## src/rtl/sgps_cfg.svh

```systemverilog
`ifndef SGPS_CFG_SVH
`define SGPS_CFG_SVH
// ****************************************
// Register map (byte addresses)
// ****************************************
`define ADDR_CTRL 12'h000
`define ADDR_T_CLOSE 12'h004
`define ADDR_T_OPEN 12'h008
`define ADDR_STATUS 12'h00C
`define ADDR_IRQ_STAT 12'h010
`define ADDR_IRQ_MASK 12'h014
// ****************************************
// Field positions and widths
// ****************************************
`define TMR_W 24
`define CTRL_CMD_CLOSE 4
`define CTRL_CMD_OPEN 5
`define IRQ_W 3
`define IRQ_SUCCESS 0
`define IRQ_FAIL 1
`define IRQ_POS_CHG 2
// ****************************************
// Wiring modes and position codes
// ****************************************
`define MODE_TWO 2'h0
`define MODE_CLOSED_ONLY 2'h1
`define MODE_OPEN_ONLY 2'h2
`define CODE_INTERM 2'h0
`define CODE_OPEN 2'h1
`define CODE_CLOSED 2'h2
`define CODE_DISTURB 2'h3
// ****************************************
// Reset values
// ****************************************
`define RST_CTRL 4'hC
`define RST_T_CLOSE 24'h0F4240
`define RST_T_OPEN 24'h0F4240
`define RST_MASK 3'h0
`endif

```

## src/rtl/sgps_pkg.sv

```systemverilog
package sgps_pkg;
  // Wiring configuration held in the control register
  typedef struct packed {
    logic open_asg;
    logic closed_asg;
    logic [1:0] mode;
  } cfg_s;
  // Validated position view
  typedef struct packed {
    logic [1:0] code;
    logic closed;
    logic open;
    logic interm;
    logic disturb;
  } pos_s;
  typedef enum logic [1:0] {TRV_IDLE, TRV_CLOSING, TRV_OPENING} travel_e;
endpackage

```

## src/rtl/switchgear_position_supervisor.sv

```systemverilog
// Decided for this implementation: the placing of the registers and the APB register port.
`timescale 1ns/1ns
`include "sgps_cfg.svh"
module switchgear_position_supervisor (
  // Clock and reset
  input wire logic i_clk_sys,
  input wire logic i_nrst,
  // APB slave
  input wire logic i_psel,
  input wire logic i_penable,
  input wire logic i_pwrite,
  input wire logic [11:0] i_paddr,
  input wire logic [31:0] i_pwdata,
  output logic [31:0] o_prdata,
  output logic o_pready,
  output logic o_pslverr,
  // Auxiliary contacts (asynchronous pins)
  input wire logic i_aux_closed,
  input wire logic i_aux_open,
  // Command pulses
  input wire logic i_cmd_close,
  input wire logic i_cmd_open,
  // Validated position
  output logic [1:0] o_pos_code,
  output logic o_pos_closed,
  output logic o_pos_open,
  output logic o_pos_interm,
  output logic o_pos_disturb,
  output logic o_single_contact_flag,
  output logic o_command_success,
  // Interrupt
  output logic o_irq
);

  // ****************************************
  // Contact synchronisers
  // ****************************************
  logic [1:0] aux_pin;
  logic [1:0] sync1_q;
  logic [1:0] sync2_q;
  logic [1:0] sync3_q;
  logic [1:0] aux_q;
  assign aux_pin = {i_aux_open, i_aux_closed};

  genvar g;
  generate
    for (g = 0; g < 2; g++) begin : g_sync
      always_ff @(posedge i_clk_sys or negedge i_nrst) begin
        if (!i_nrst) begin
          sync1_q[g] <= 1'h0;
          sync2_q[g] <= 1'h0;
          sync3_q[g] <= 1'h0;
          aux_q[g] <= 1'h0;
        end else begin
          sync1_q[g] <= aux_pin[g];
          sync2_q[g] <= sync1_q[g];
          sync3_q[g] <= sync2_q[g];
          // Change accepted only once two stages agree
          // One-cycle pin pulses never agree, so they are dropped
          if (sync2_q[g] == sync3_q[g]) begin
            aux_q[g] <= sync3_q[g];
          end
        end
      end
    end
  endgenerate

  wire logic cl = aux_q[0];
  wire logic op = aux_q[1];

  // ****************************************
  // APB decode
  // ****************************************
  sgps_pkg::cfg_s cfg_q;
  logic [`TMR_W-1:0] t_close_q;
  logic [`TMR_W-1:0] t_open_q;
  logic [`IRQ_W-1:0] irq_stat_q;
  logic [`IRQ_W-1:0] irq_mask_q;

  wire logic setup = i_psel & ~i_penable;
  // Writes land only on the ready edge
  wire logic wr_en = i_psel & i_penable & o_pready & i_pwrite;
  wire logic sel_ctrl = i_paddr == `ADDR_CTRL;
  wire logic sel_tcl = i_paddr == `ADDR_T_CLOSE;
  wire logic sel_top = i_paddr == `ADDR_T_OPEN;
  wire logic sel_stat = i_paddr == `ADDR_STATUS;
  wire logic sel_istat = i_paddr == `ADDR_IRQ_STAT;
  wire logic sel_imask = i_paddr == `ADDR_IRQ_MASK;
  wire logic mapped = sel_ctrl | sel_tcl | sel_top | sel_stat | sel_istat | sel_imask;

  // ****************************************
  // Travel supervision
  // ****************************************
  sgps_pkg::travel_e trv_q;
  logic [`TMR_W-1:0] cnt_q;
  logic fail_q;
  logic [1:0] fail_pat_q;

  wire logic sw_close = wr_en & sel_ctrl & i_pwdata[`CTRL_CMD_CLOSE];
  wire logic sw_open = wr_en & sel_ctrl & i_pwdata[`CTRL_CMD_OPEN];
  // ****************************************
  // Wiring checks
  // ****************************************
  // Missing assignment outranks any contact reading
  wire logic need_cl = cfg_q.mode != `MODE_OPEN_ONLY;
  wire logic need_op = cfg_q.mode != `MODE_CLOSED_ONLY;
  wire logic miss_cl = need_cl & ~cfg_q.closed_asg;
  wire logic miss_op = need_op & ~cfg_q.open_asg;
  wire logic unassigned = miss_cl | miss_op;
  // ****************************************
  // Command decode
  // ****************************************
  // command pulses, open wins a tie
  wire logic cmd_open = i_cmd_open | sw_open;
  wire logic cmd_close = (i_cmd_close | sw_close) & ~cmd_open;
  wire logic start_close = cmd_close & need_cl;
  wire logic start_open = cmd_open & need_op;
  wire logic running = trv_q != sgps_pkg::TRV_IDLE;

  // Raw position from contacts, with running choosing intermediate over disturbed
  logic [1:0] raw_code;
  assign raw_code = (cfg_q.mode == `MODE_CLOSED_ONLY) ? (cl ? `CODE_CLOSED : `CODE_OPEN) :
                    (cfg_q.mode == `MODE_OPEN_ONLY) ? (op ? `CODE_OPEN : `CODE_CLOSED) :
                    (cl & ~op) ? `CODE_CLOSED :
                    (~cl & op) ? `CODE_OPEN :
                    running ? `CODE_INTERM : `CODE_DISTURB;

  wire logic reached = (trv_q == sgps_pkg::TRV_CLOSING && raw_code == `CODE_CLOSED) ||
                       (trv_q == sgps_pkg::TRV_OPENING && raw_code == `CODE_OPEN);
  wire logic ev_success = running & reached;
  // No success claimed while an assignment is missing
  wire logic ok_evt = ev_success & ~unassigned;
  // Zero is still a live count, so expiry takes T+1 cycles
  // expiry before end position
  wire logic ev_fail = running & ~reached & (cnt_q == {`TMR_W{1'b0}});
  // Disturbed holds until the contacts move or a new command starts
  wire logic fail_hold = fail_q & (aux_q == fail_pat_q);

  logic [1:0] code_d;
  assign code_d = unassigned ? `CODE_DISTURB :
                  (running & ~reached) ? `CODE_INTERM :
                  fail_hold ? `CODE_DISTURB : raw_code;

  function automatic sgps_pkg::pos_s pos_of(input logic [1:0] c);
    sgps_pkg::pos_s p;
    p.code = c;
    p.closed = c == `CODE_CLOSED;
    p.open = c == `CODE_OPEN;
    p.interm = c == `CODE_INTERM;
    p.disturb = c == `CODE_DISTURB;
    return p;
  endfunction

  wire sgps_pkg::pos_s pos_d = pos_of(code_d);

  always_ff @(posedge i_clk_sys or negedge i_nrst) begin
    if (!i_nrst) begin
      trv_q <= sgps_pkg::TRV_IDLE;
      cnt_q <= {`TMR_W{1'b0}};
    end else begin
      if (start_open) begin
        trv_q <= sgps_pkg::TRV_OPENING;
        cnt_q <= t_open_q;
      end else if (start_close) begin
        trv_q <= sgps_pkg::TRV_CLOSING;
        cnt_q <= t_close_q;
      end else if (ev_success | ev_fail) begin
        trv_q <= sgps_pkg::TRV_IDLE;
      end else if (running) begin
        cnt_q <= cnt_q - `TMR_W'(1);
      end
    end
  end

  always_ff @(posedge i_clk_sys or negedge i_nrst) begin
    if (!i_nrst) begin
      fail_q <= 1'h0;
      fail_pat_q <= 2'h0;
    end else if (start_open | start_close) begin
      fail_q <= 1'h0;
    end else if (ev_fail) begin
      fail_q <= 1'h1;
      fail_pat_q <= aux_q;
    end else if (!fail_hold) begin
      fail_q <= 1'h0;
    end
  end

  // ****************************************
  // Position outputs
  // ****************************************
  always_ff @(posedge i_clk_sys or negedge i_nrst) begin
    if (!i_nrst) begin
      // Nothing known about the gear yet
      o_pos_code <= `CODE_DISTURB;
      o_pos_closed <= 1'h0;
      o_pos_open <= 1'h0;
      o_pos_interm <= 1'h0;
      o_pos_disturb <= 1'h1;
      o_single_contact_flag <= 1'h0;
      o_command_success <= 1'h0;
    end else begin
      o_pos_code <= pos_d.code;
      o_pos_closed <= pos_d.closed;
      o_pos_open <= pos_d.open;
      o_pos_interm <= pos_d.interm;
      o_pos_disturb <= pos_d.disturb;
      o_single_contact_flag <= cfg_q.mode != `MODE_TWO;
      o_command_success <= ok_evt;
    end
  end

  // ****************************************
  // Registers and interrupt
  // ****************************************
  // Registered code against its next value flags every change once
  wire logic code_chg = o_pos_code != pos_d.code;
  wire logic [`IRQ_W-1:0] irq_set = {code_chg, ev_fail, ok_evt};
  wire logic [`IRQ_W-1:0] irq_clr = (wr_en & sel_istat) ? i_pwdata[`IRQ_W-1:0] : '0;

  always_ff @(posedge i_clk_sys or negedge i_nrst) begin
    if (!i_nrst) begin
      cfg_q <= sgps_pkg::cfg_s'(`RST_CTRL);
      t_close_q <= `RST_T_CLOSE;
      t_open_q <= `RST_T_OPEN;
      irq_mask_q <= `RST_MASK;
      irq_stat_q <= '0;
    end else begin
      if (wr_en & sel_ctrl) begin
        cfg_q <= sgps_pkg::cfg_s'(i_pwdata[$bits(sgps_pkg::cfg_s)-1:0]);
      end
      if (wr_en & sel_tcl) begin
        t_close_q <= i_pwdata[`TMR_W-1:0];
      end
      if (wr_en & sel_top) begin
        t_open_q <= i_pwdata[`TMR_W-1:0];
      end
      if (wr_en & sel_imask) begin
        irq_mask_q <= i_pwdata[`IRQ_W-1:0];
      end
      // Set wins over a same-cycle clear
      irq_stat_q <= (irq_stat_q & ~irq_clr) | irq_set;
    end
  end

  // ****************************************
  // Status word
  // ****************************************
  logic [7:0] status_byte;
  // Running lets software tell travel from a stuck contact
  assign status_byte = {running, o_command_success, o_single_contact_flag, o_pos_disturb,
                        o_pos_interm, o_pos_open, o_pos_code};

  logic [31:0] rdata;
  assign rdata = sel_ctrl ? {28'h0, cfg_q} :
                 sel_tcl ? {8'h0, t_close_q} :
                 sel_top ? {8'h0, t_open_q} :
                 sel_stat ? {24'h0, status_byte} :
                 sel_istat ? {29'h0, irq_stat_q} :
                 sel_imask ? {29'h0, irq_mask_q} : 32'h0;

  // Zero wait: answer is ready in the first access cycle
  always_ff @(posedge i_clk_sys or negedge i_nrst) begin
    if (!i_nrst) begin
      o_pready <= 1'h0;
      o_pslverr <= 1'h0;
      o_prdata <= 32'h0;
      o_irq <= 1'h0;
    end else begin
      o_pready <= setup;
      o_pslverr <= setup & ~mapped;
      o_prdata <= (setup & ~i_pwrite) ? rdata : 32'h0;
      o_irq <= |(irq_stat_q & irq_mask_q);
    end
  end

endmodule // switchgear_position_supervisor

```

## config.mk

```make
export PLATFORM = sky130hd
export DESIGN_NAME = switchgear_position_supervisor
export DESIGN_NICKNAME = d
export VERILOG_FILES = /design/src/rtl/sgps_pkg.sv /design/src/rtl/switchgear_position_supervisor.sv
export VERILOG_INCLUDE_DIRS = /design/src /design/src/rtl
export SDC_FILE = /design/constraint.sdc
export NUM_CORES = 1
export LEC_CHECK = 0
export ABC_AREA = 1
export BUFFER_PORTS_ARGS = -buffer_cell sky130_fd_sc_hd__buf_2
export CAP_MARGIN = 5
export CORE_ASPECT_RATIO = 0.5
export CORE_UTILIZATION = 30
export CTS_CLUSTER_DIAMETER = 150
export DETAILED_ROUTE_END_ITERATION = 10
export GPL_TIMING_DRIVEN = 0
export PLACE_DENSITY = 0.43
export SYNTH_ARGS = -nofsm -noshare
export SYNTH_HDL_FRONTEND = slang
export SYNTH_SLANG_ARGS = --single-unit
```

## constraint.sdc

```tcl
create_clock -name i_clk_sys -period 5.15 [get_ports i_clk_sys]
set_input_delay 0.515 -clock i_clk_sys [delete_from_list [all_inputs] [get_ports i_clk_sys]]
set_output_delay 0.515 -clock i_clk_sys [all_outputs]
set_load 0.005 [all_outputs]
```

==> impl_metrics.csv, run 1 <==
group,metric,value,unit
floorplanning,dieWidth,212.1,µm
outcome,status,"completed",
floorplanning,die_y,107.1,µm
floorplanning,num_rows,37,
critical_path,path_max_fanout,10,
critical_path,critPathRequiredTime,5460,ps
yosys,synthArstFlopShare,1.000,
yosys,synth_mux_area_frac,0,
route,drt_wl_total,21.96,mm
grt,grt_pass1_wl,34.16,mm
route,viasPerCell,4.818,
grt,grt_use_total,0.2064,
grt,grt_pass1_vias,5722,
final_layout,synthToLayoutAreaGrowth,22.16,%
placement,portBuffers,79,
critical_path,startpoint,"cnt_q[0]$_DFFE_PN0P_",
route,num_vias,5921,
clock_tree,htreeDepth,4,
yosys,yosys.area_share.simple,0.2670,
yosys,synth_compound_area_frac,0.1196,
timing,tightestPinTransition,846.9,ps
yosys,syn_inst,817,
yosys,ys_ff_latch,130,
clock_tree,clkSinkCount,130,
floorplanning,dieArea,0.02271,mm²
yosys,synth_top_family_by_area,"simple AND/OR/NAND/NOR gates",
critical_path,reg2regPathDepth,12,
critical_path,path_class,"register to register",
clock_tree,cts.clk_slew.worst_paths,60,ps
power_and_ir_drop,cellPowerDensity,336.4,mW/mm²
placement,gp_congestion,0.8533,
final_layout,n_fill_cell,2210,
route,drtPass1Iterations,5,
yosys,synth_edf_count,0,
critical_path,cp_data_arrival_time,2630,ps
floorplanning,start_util,0.3144,
route,drtAntennaViolNets,0,
grt,grt_overflow,0,
clock_tree,tritoncts.num_buffers,17,
timing,setup_tns,0,ps
timing,setup_ws,2831,ps
clock_tree,post_cts_buffers,0,
route,wl_per_cell,17.87,µm
hold_path,hold_depth,1,
timing,finalCritPeriodShare,0.4504,
timing,hold_ws,192.0,ps
critical_path,crit_path_end_kind,"register",
final_layout,final_nets,978,
timing,min_period,2319,ps
critical_path,rr_startpoint,"cnt_q[0]$_DFFE_PN0P_",
power_and_ir_drop,peakVddDrop,0.1715,mV
clock_tree,cts_root_buf,"clkbuf_16",
final_layout,n_antenna_cell,0,
timing,fin_skew,9.598,ps
run,max_cap_viol_count,0,
placement,hpwl,15.92,mm
yosys,ys_warn_count,0,
route,drc,0,
clock_tree,insertion_delay,440,ps
floorplanning,io_pins,96,
yosys,synth_fa_ha_area_frac,0.004912,
critical_path,start_kind,"register",
final_layout,post-route-util,0.3841,
timing,finalHoldViolCount,0,
grt,antenna_found_initial,0,
yosys,yosysSeqAreaShare,0.4948,
yosys,synth_cell_type_count,41,
timing,setup_viol,0,
final_layout,drive_above_1_share,0.2092,
timing,timing.fmax,431.1,MHz
final_layout,layout_commonest_cell,"nand2_1",
placement,pre_cts_ws,2547,ps
timing,drv_slew,0,
grt,grt_max_degree,93,
clock_tree,cts_tree,"done",
final_layout,mostFrequentLayoutCells,"nand2_1 (175), dfrtp_1 (111), buf_2 (92)",
hold_path,min_path_type,"input pin to register",
clock_tree,cts.path.max_buffers,2,
timing,slew_headroom,0.4310,
yosys,synth.avg_cell_area,8.106,µm²
yosys,netlist_area,0.006623,mm²
power_and_ir_drop,p_leak,3.879,nW
hold_path,min_from,"i_aux_closed",
yosys,synth_flop_cell,"dfrtp_1",
route,first_iter_violations,414,
yosys,synth_xor_area_frac,0.02513,
power_and_ir_drop,p_total,0.002722,W
timing,rsz0062_at_grt,"no",
floorplanning,design.core.area,0.02106,mm²
## cells by family (layout without fill, tap and decap cells)
family	Yosys count	in the layout
and+or+nand+nor	382	382
AOI/OAI and AO/OA	149	149
buffers and inverters	133	246
DFF	130	130
xor gates and xnor gates	19	19
adders and majority gates	3	3
other	1	8
## sequential cells by signal (all words and copies together), names as in the netlist, 2 cells and up
signal and flops:
sync3_q 2, irq_stat_q 3, sync2_q 2, t_close_q 24
cfg_q 4, fail_pat_q 2, o_pos_code 2, sync1_q 2
t_open_q 24, trv_q 2, cnt_q 24, o_prdata 24
irq_mask_q 3
## synthesized netlist by cell type, types with 19 or more instances
master   instances  area share
nand2_1        175       0.099
xor2_1          19       0.025
dfrtp_1        111        0.42
inv_1           81       0.046
a21oi_1         28       0.021
o21ai_0         82       0.062
o21ai_1         24       0.018
nor2_1          60       0.034
nand4_1         33       0.031
dfstp_2         19       0.075
nand3_1         68       0.051
## through the flow
stage | area (µm²) | cells
2_1_floorplan | 6649 | 824
3_3_place_gp | 7410 | 1195
3_5_place_dp | 7443 | 1196
4_1_cts | 8090 | 1229
5_1_grt | 8090 | 1229
6_report | 8090 | 1229
## final cells by class
cell class                 count  area [µm²]  share of cell area
buffer                        42       239.0             0.02954
clock buffer                  19       452.9             0.05599
clock inverter                13       183.9             0.02273
inverter                      91       344.1             0.04253
multi-input combinational    561        2789              0.3447
sequential                   130        3277              0.4050
tap                          292       365.4             0.04516
timing repair buffer          81       439.2             0.05428
## repair_timing
item / CTS / global route
hold buffers: 1 / 0
gates resized for setup: 0 / 0
hold endpoints to repair: 16 / 0
## routing by layer
metal  GRT usage  vias up  part of all wire
li1            -     2892                 -
met1      0.3092     2835              0.52
met2      0.2864      166              0.41
met3     0.04804       28             0.053
met4     0.06832        0             0.017
met5           0        -                 0
## worst paths after layout
| path | to | slack, ps |
|---|---|---|
| worst max-delay path | cnt_q[3]$_DFFE_PN0P_ | 2830 |
| worst min-delay path | sync1_q[0]$_DFF_PN0_ | 190 |
| worst max register to register | cnt_q[3]$_DFFE_PN0P_ | 2830 |
| worst min register to register | sync2_q[0]$_DFF_PN0_ | 350 |
| max in group asynchronous | t_open_q[19]$_DFFE_PN1P_ | 3750 |
| min in group asynchronous | o_pslverr$_DFF_PN0_ | 560 |
## report_power, final
part | total [W] | internal [W] | switching, W
Sequential | 0.00108 | 0.00105 | 0.0000278
Combinational | 0.000316 | 0.000106 | 0.000209
Clock | 0.00132 | 0.000835 | 0.000490
## critical path: stages, from the launching register on
cell and delay, ps:
dfrtp_1 360, inv_1 110, ha_1 210, nand2_2 100, nor2_4 150, nand4_1 170
nor2_2 210, nand2_1 240, nand4_4 180, nand2_4 90, buf_4 190, nand3_1 90
o21ai_1 70
(Power assumes the default switching activity.)
==> run 2, diff against run 1 <==
==> constraint.sdc (replaced) <==
create_clock -name i_clk_sys -period 2.3 [get_ports i_clk_sys]
set_input_delay 0.23 -clock i_clk_sys [delete_from_list [all_inputs] [get_ports i_clk_sys]]
set_output_delay 0.23 -clock i_clk_sys [all_outputs]
set_load 0.005 [all_outputs]
==> impl_metrics.csv, run 2 (synthesized netlist as in run 1, its figures left out) <==
group,metric,value,unit
clock_tree,clkSinkCount,130,
timing,finalCritPeriodShare,0.9270,
route,first_iter_violations,398,
clock_tree,cts_root_buf,"clkbuf_16",
critical_path,path_delay_family,"simple AND/OR/NAND/NOR gates",
final_layout,drive_above_1_share,0.2168,
clock_tree,cts.clk_slew.worst_paths,70,ps
route,num_vias,5918,
critical_path,cp_data_arrival_time,2440,ps
clock_tree,cts.path.max_buffers,2,
final_layout,layout_commonest_cell,"nand2_1",
power_and_ir_drop,p_total,0.006106,W
route,drtAntennaViolNets,0,
route,drtPass1Iterations,5,
critical_path,max_stage_delay,360,ps
placement,hpwl,15.92,mm
clock_tree,cts_tree,"done",
power_and_ir_drop,cellPowerDensity,747.0,mW/mm²
route,drc,0,
power_and_ir_drop,p_leak,3.919,nW
route,viasPerCell,4.800,
critical_path,start_kind,"register",
timing,setup_tns,0,ps
timing,slew_headroom,0.4267,
clock_tree,insertion_delay,430,ps
critical_path,path_max_fanout,10,
hold_path,min_path_type,"input pin to register",
grt,antenna_found_initial,0,
critical_path,reg2regPathDepth,12,
timing,drv_slew,0,
critical_path,crit_path_end_kind,"register",
run,max_cap_viol_count,0,
final_layout,mostFrequentLayoutCells,"nand2_1 (174), dfrtp_1 (111), buf_2 (92)",
timing,setup_viol,0,
grt,grt_overflow,0,
floorplanning,dieArea,0.02271,mm²
timing,min_period,2132,ps
timing,fin_skew,9.937,ps
grt,grt_pass1_wl,34.22,mm
timing,rsz0062_at_grt,"no",
critical_path,rr_startpoint,"cnt_q[0]$_DFFE_PN0P_",
floorplanning,io_pins,96,
clock_tree,tritoncts.num_buffers,17,
final_layout,final_nets,982,
placement,portBuffers,79,
route,wl_per_cell,17.82,µm
timing,tightestPinTransition,853.3,ps
power_and_ir_drop,peakVddDrop,0.3805,mV
grt,grt_pass1_vias,5737,
clock_tree,htreeDepth,4,
critical_path,crit_path_end,"cnt_q[3]$_DFFE_PN0P_",
hold_path,hold_depth,3,
outcome,status,"completed",
route,drt_wl_total,21.97,mm
grt,grt_use_total,0.2067,
floorplanning,die_y,107.1,µm
critical_path,cpMaxStageDelayCell,"dfrtp_1",
critical_path,ff2ff_setup_slack,170,ps
floorplanning,num_rows,37,
critical_path,crit_chain,"inv_1 -> ha_2 -> nand2_2 -> nor2_4 -> nand4_1 -> nor2_4 -> nand2_4 -> nand4_4 -> nand2_4 -> buf_4 -> nand3_1 -> o21ai_1",
final_layout,synthToLayoutAreaGrowth,23.43,%
critical_path,path_depth,12,
critical_path,path_buf_inv,2,
placement,gp_congestion,0.8533,
critical_path,critPathRequiredTime,2610,ps
floorplanning,design.core.area,0.02106,mm²
final_layout,n_fill_cell,2203,
floorplanning,dieWidth,212.1,µm
timing,timing.fmax,469.0,MHz
timing,finalHoldViolCount,0,
critical_path,path_class,"register to register",
critical_path,startpoint,"cnt_q[0]$_DFFE_PN0P_",
critical_path,rr_endpoint,"cnt_q[3]$_DFFE_PN0P_",
final_layout,n_antenna_cell,0,
grt,grt_max_degree,93,
floorplanning,start_util,0.3144,
run 2: metrics by stage:
stage	cells	instance area [µm²]	hold WS (ps)	utilization	worst slack (ps)
floorplan	824	6649	-65.59	-	476.2
global placement	1195	7410	335.8	0.3518	-973.5
detailed placement	1196	7443	173.1	0.3534	-17.77
CTS	1232	8123	14.87	0.3856	73.61
global route	1233	8174	39.83	0.3881	24.15
finish	1233	8174	28.25	0.3881	167.8
run 2: report_power, final:
part / internal, W / switching [W] / total [W]
sequential: 0.00236 / 0.0000632 / 0.00242
clock: 0.00187 / 0.00108 / 0.00295
combinational: 0.000247 / 0.000482 / 0.000729
total: 0.00448 / 0.00163 / 0.00611
run 2: area by class of cell:
class / instances / area [µm²] / share of cell area
tap: 292 / 365.4 / 0.04470
clock buffer: 19 / 452.9 / 0.05541
sequential: 130 / 3277 / 0.4009
clock inverter: 13 / 183.9 / 0.02250
timing repair buffer: 86 / 484.2 / 0.05924
multi-input combinational: 561 / 2831 / 0.3464
buffer: 41 / 235.2 / 0.02878
inverter: 91 / 344.1 / 0.04209
run 2: worst min path at each step:
stage | from | endpoint | slack (ps)
floorplan | i_nrst | cfg_q[0]$_DFFE_PN0N_ | -70
global placement | sync1_q[1]$_DFF_PN0_ | sync2_q[1]$_DFF_PN0_ | 340
detailed placement | i_nrst | o_pslverr$_DFF_PN0_ | 170
CTS | i_pwdata[6] | t_close_q[6]$_DFFE_PN1P_ | 10
global route | i_pwdata[9] | t_close_q[9]$_DFFE_PN1P_ | 40
finish | i_pwdata[9] | t_open_q[9]$_DFFE_PN1P_ | 30
run 2: tightest hold or removal path: cells and delay by family:
family	cells	cell delay (ps)
AOI/OAI and AO/OA	1	80
buffers and inverters	2	140
run 2: repair_timing:
action,4_1_cts,5_1_grt
pin swaps,0,2
resized for setup,1,10
hold endpoints to repair,36,0
hold buffers,4,0
setup buffers,0,2
setup endpoints to repair,7,24
run 2: routing by layer:
metal | track usage | up-vias | share of wire
met2 | 0.2874 | 148 | 0.42
met1 | 0.3092 | 2844 | 0.52
met5 | 0 | - | 0
li1 | - | 2899 | -
met3 | 0.04804 | 27 | 0.045
met4 | 0.06832 | 0 | 0.017
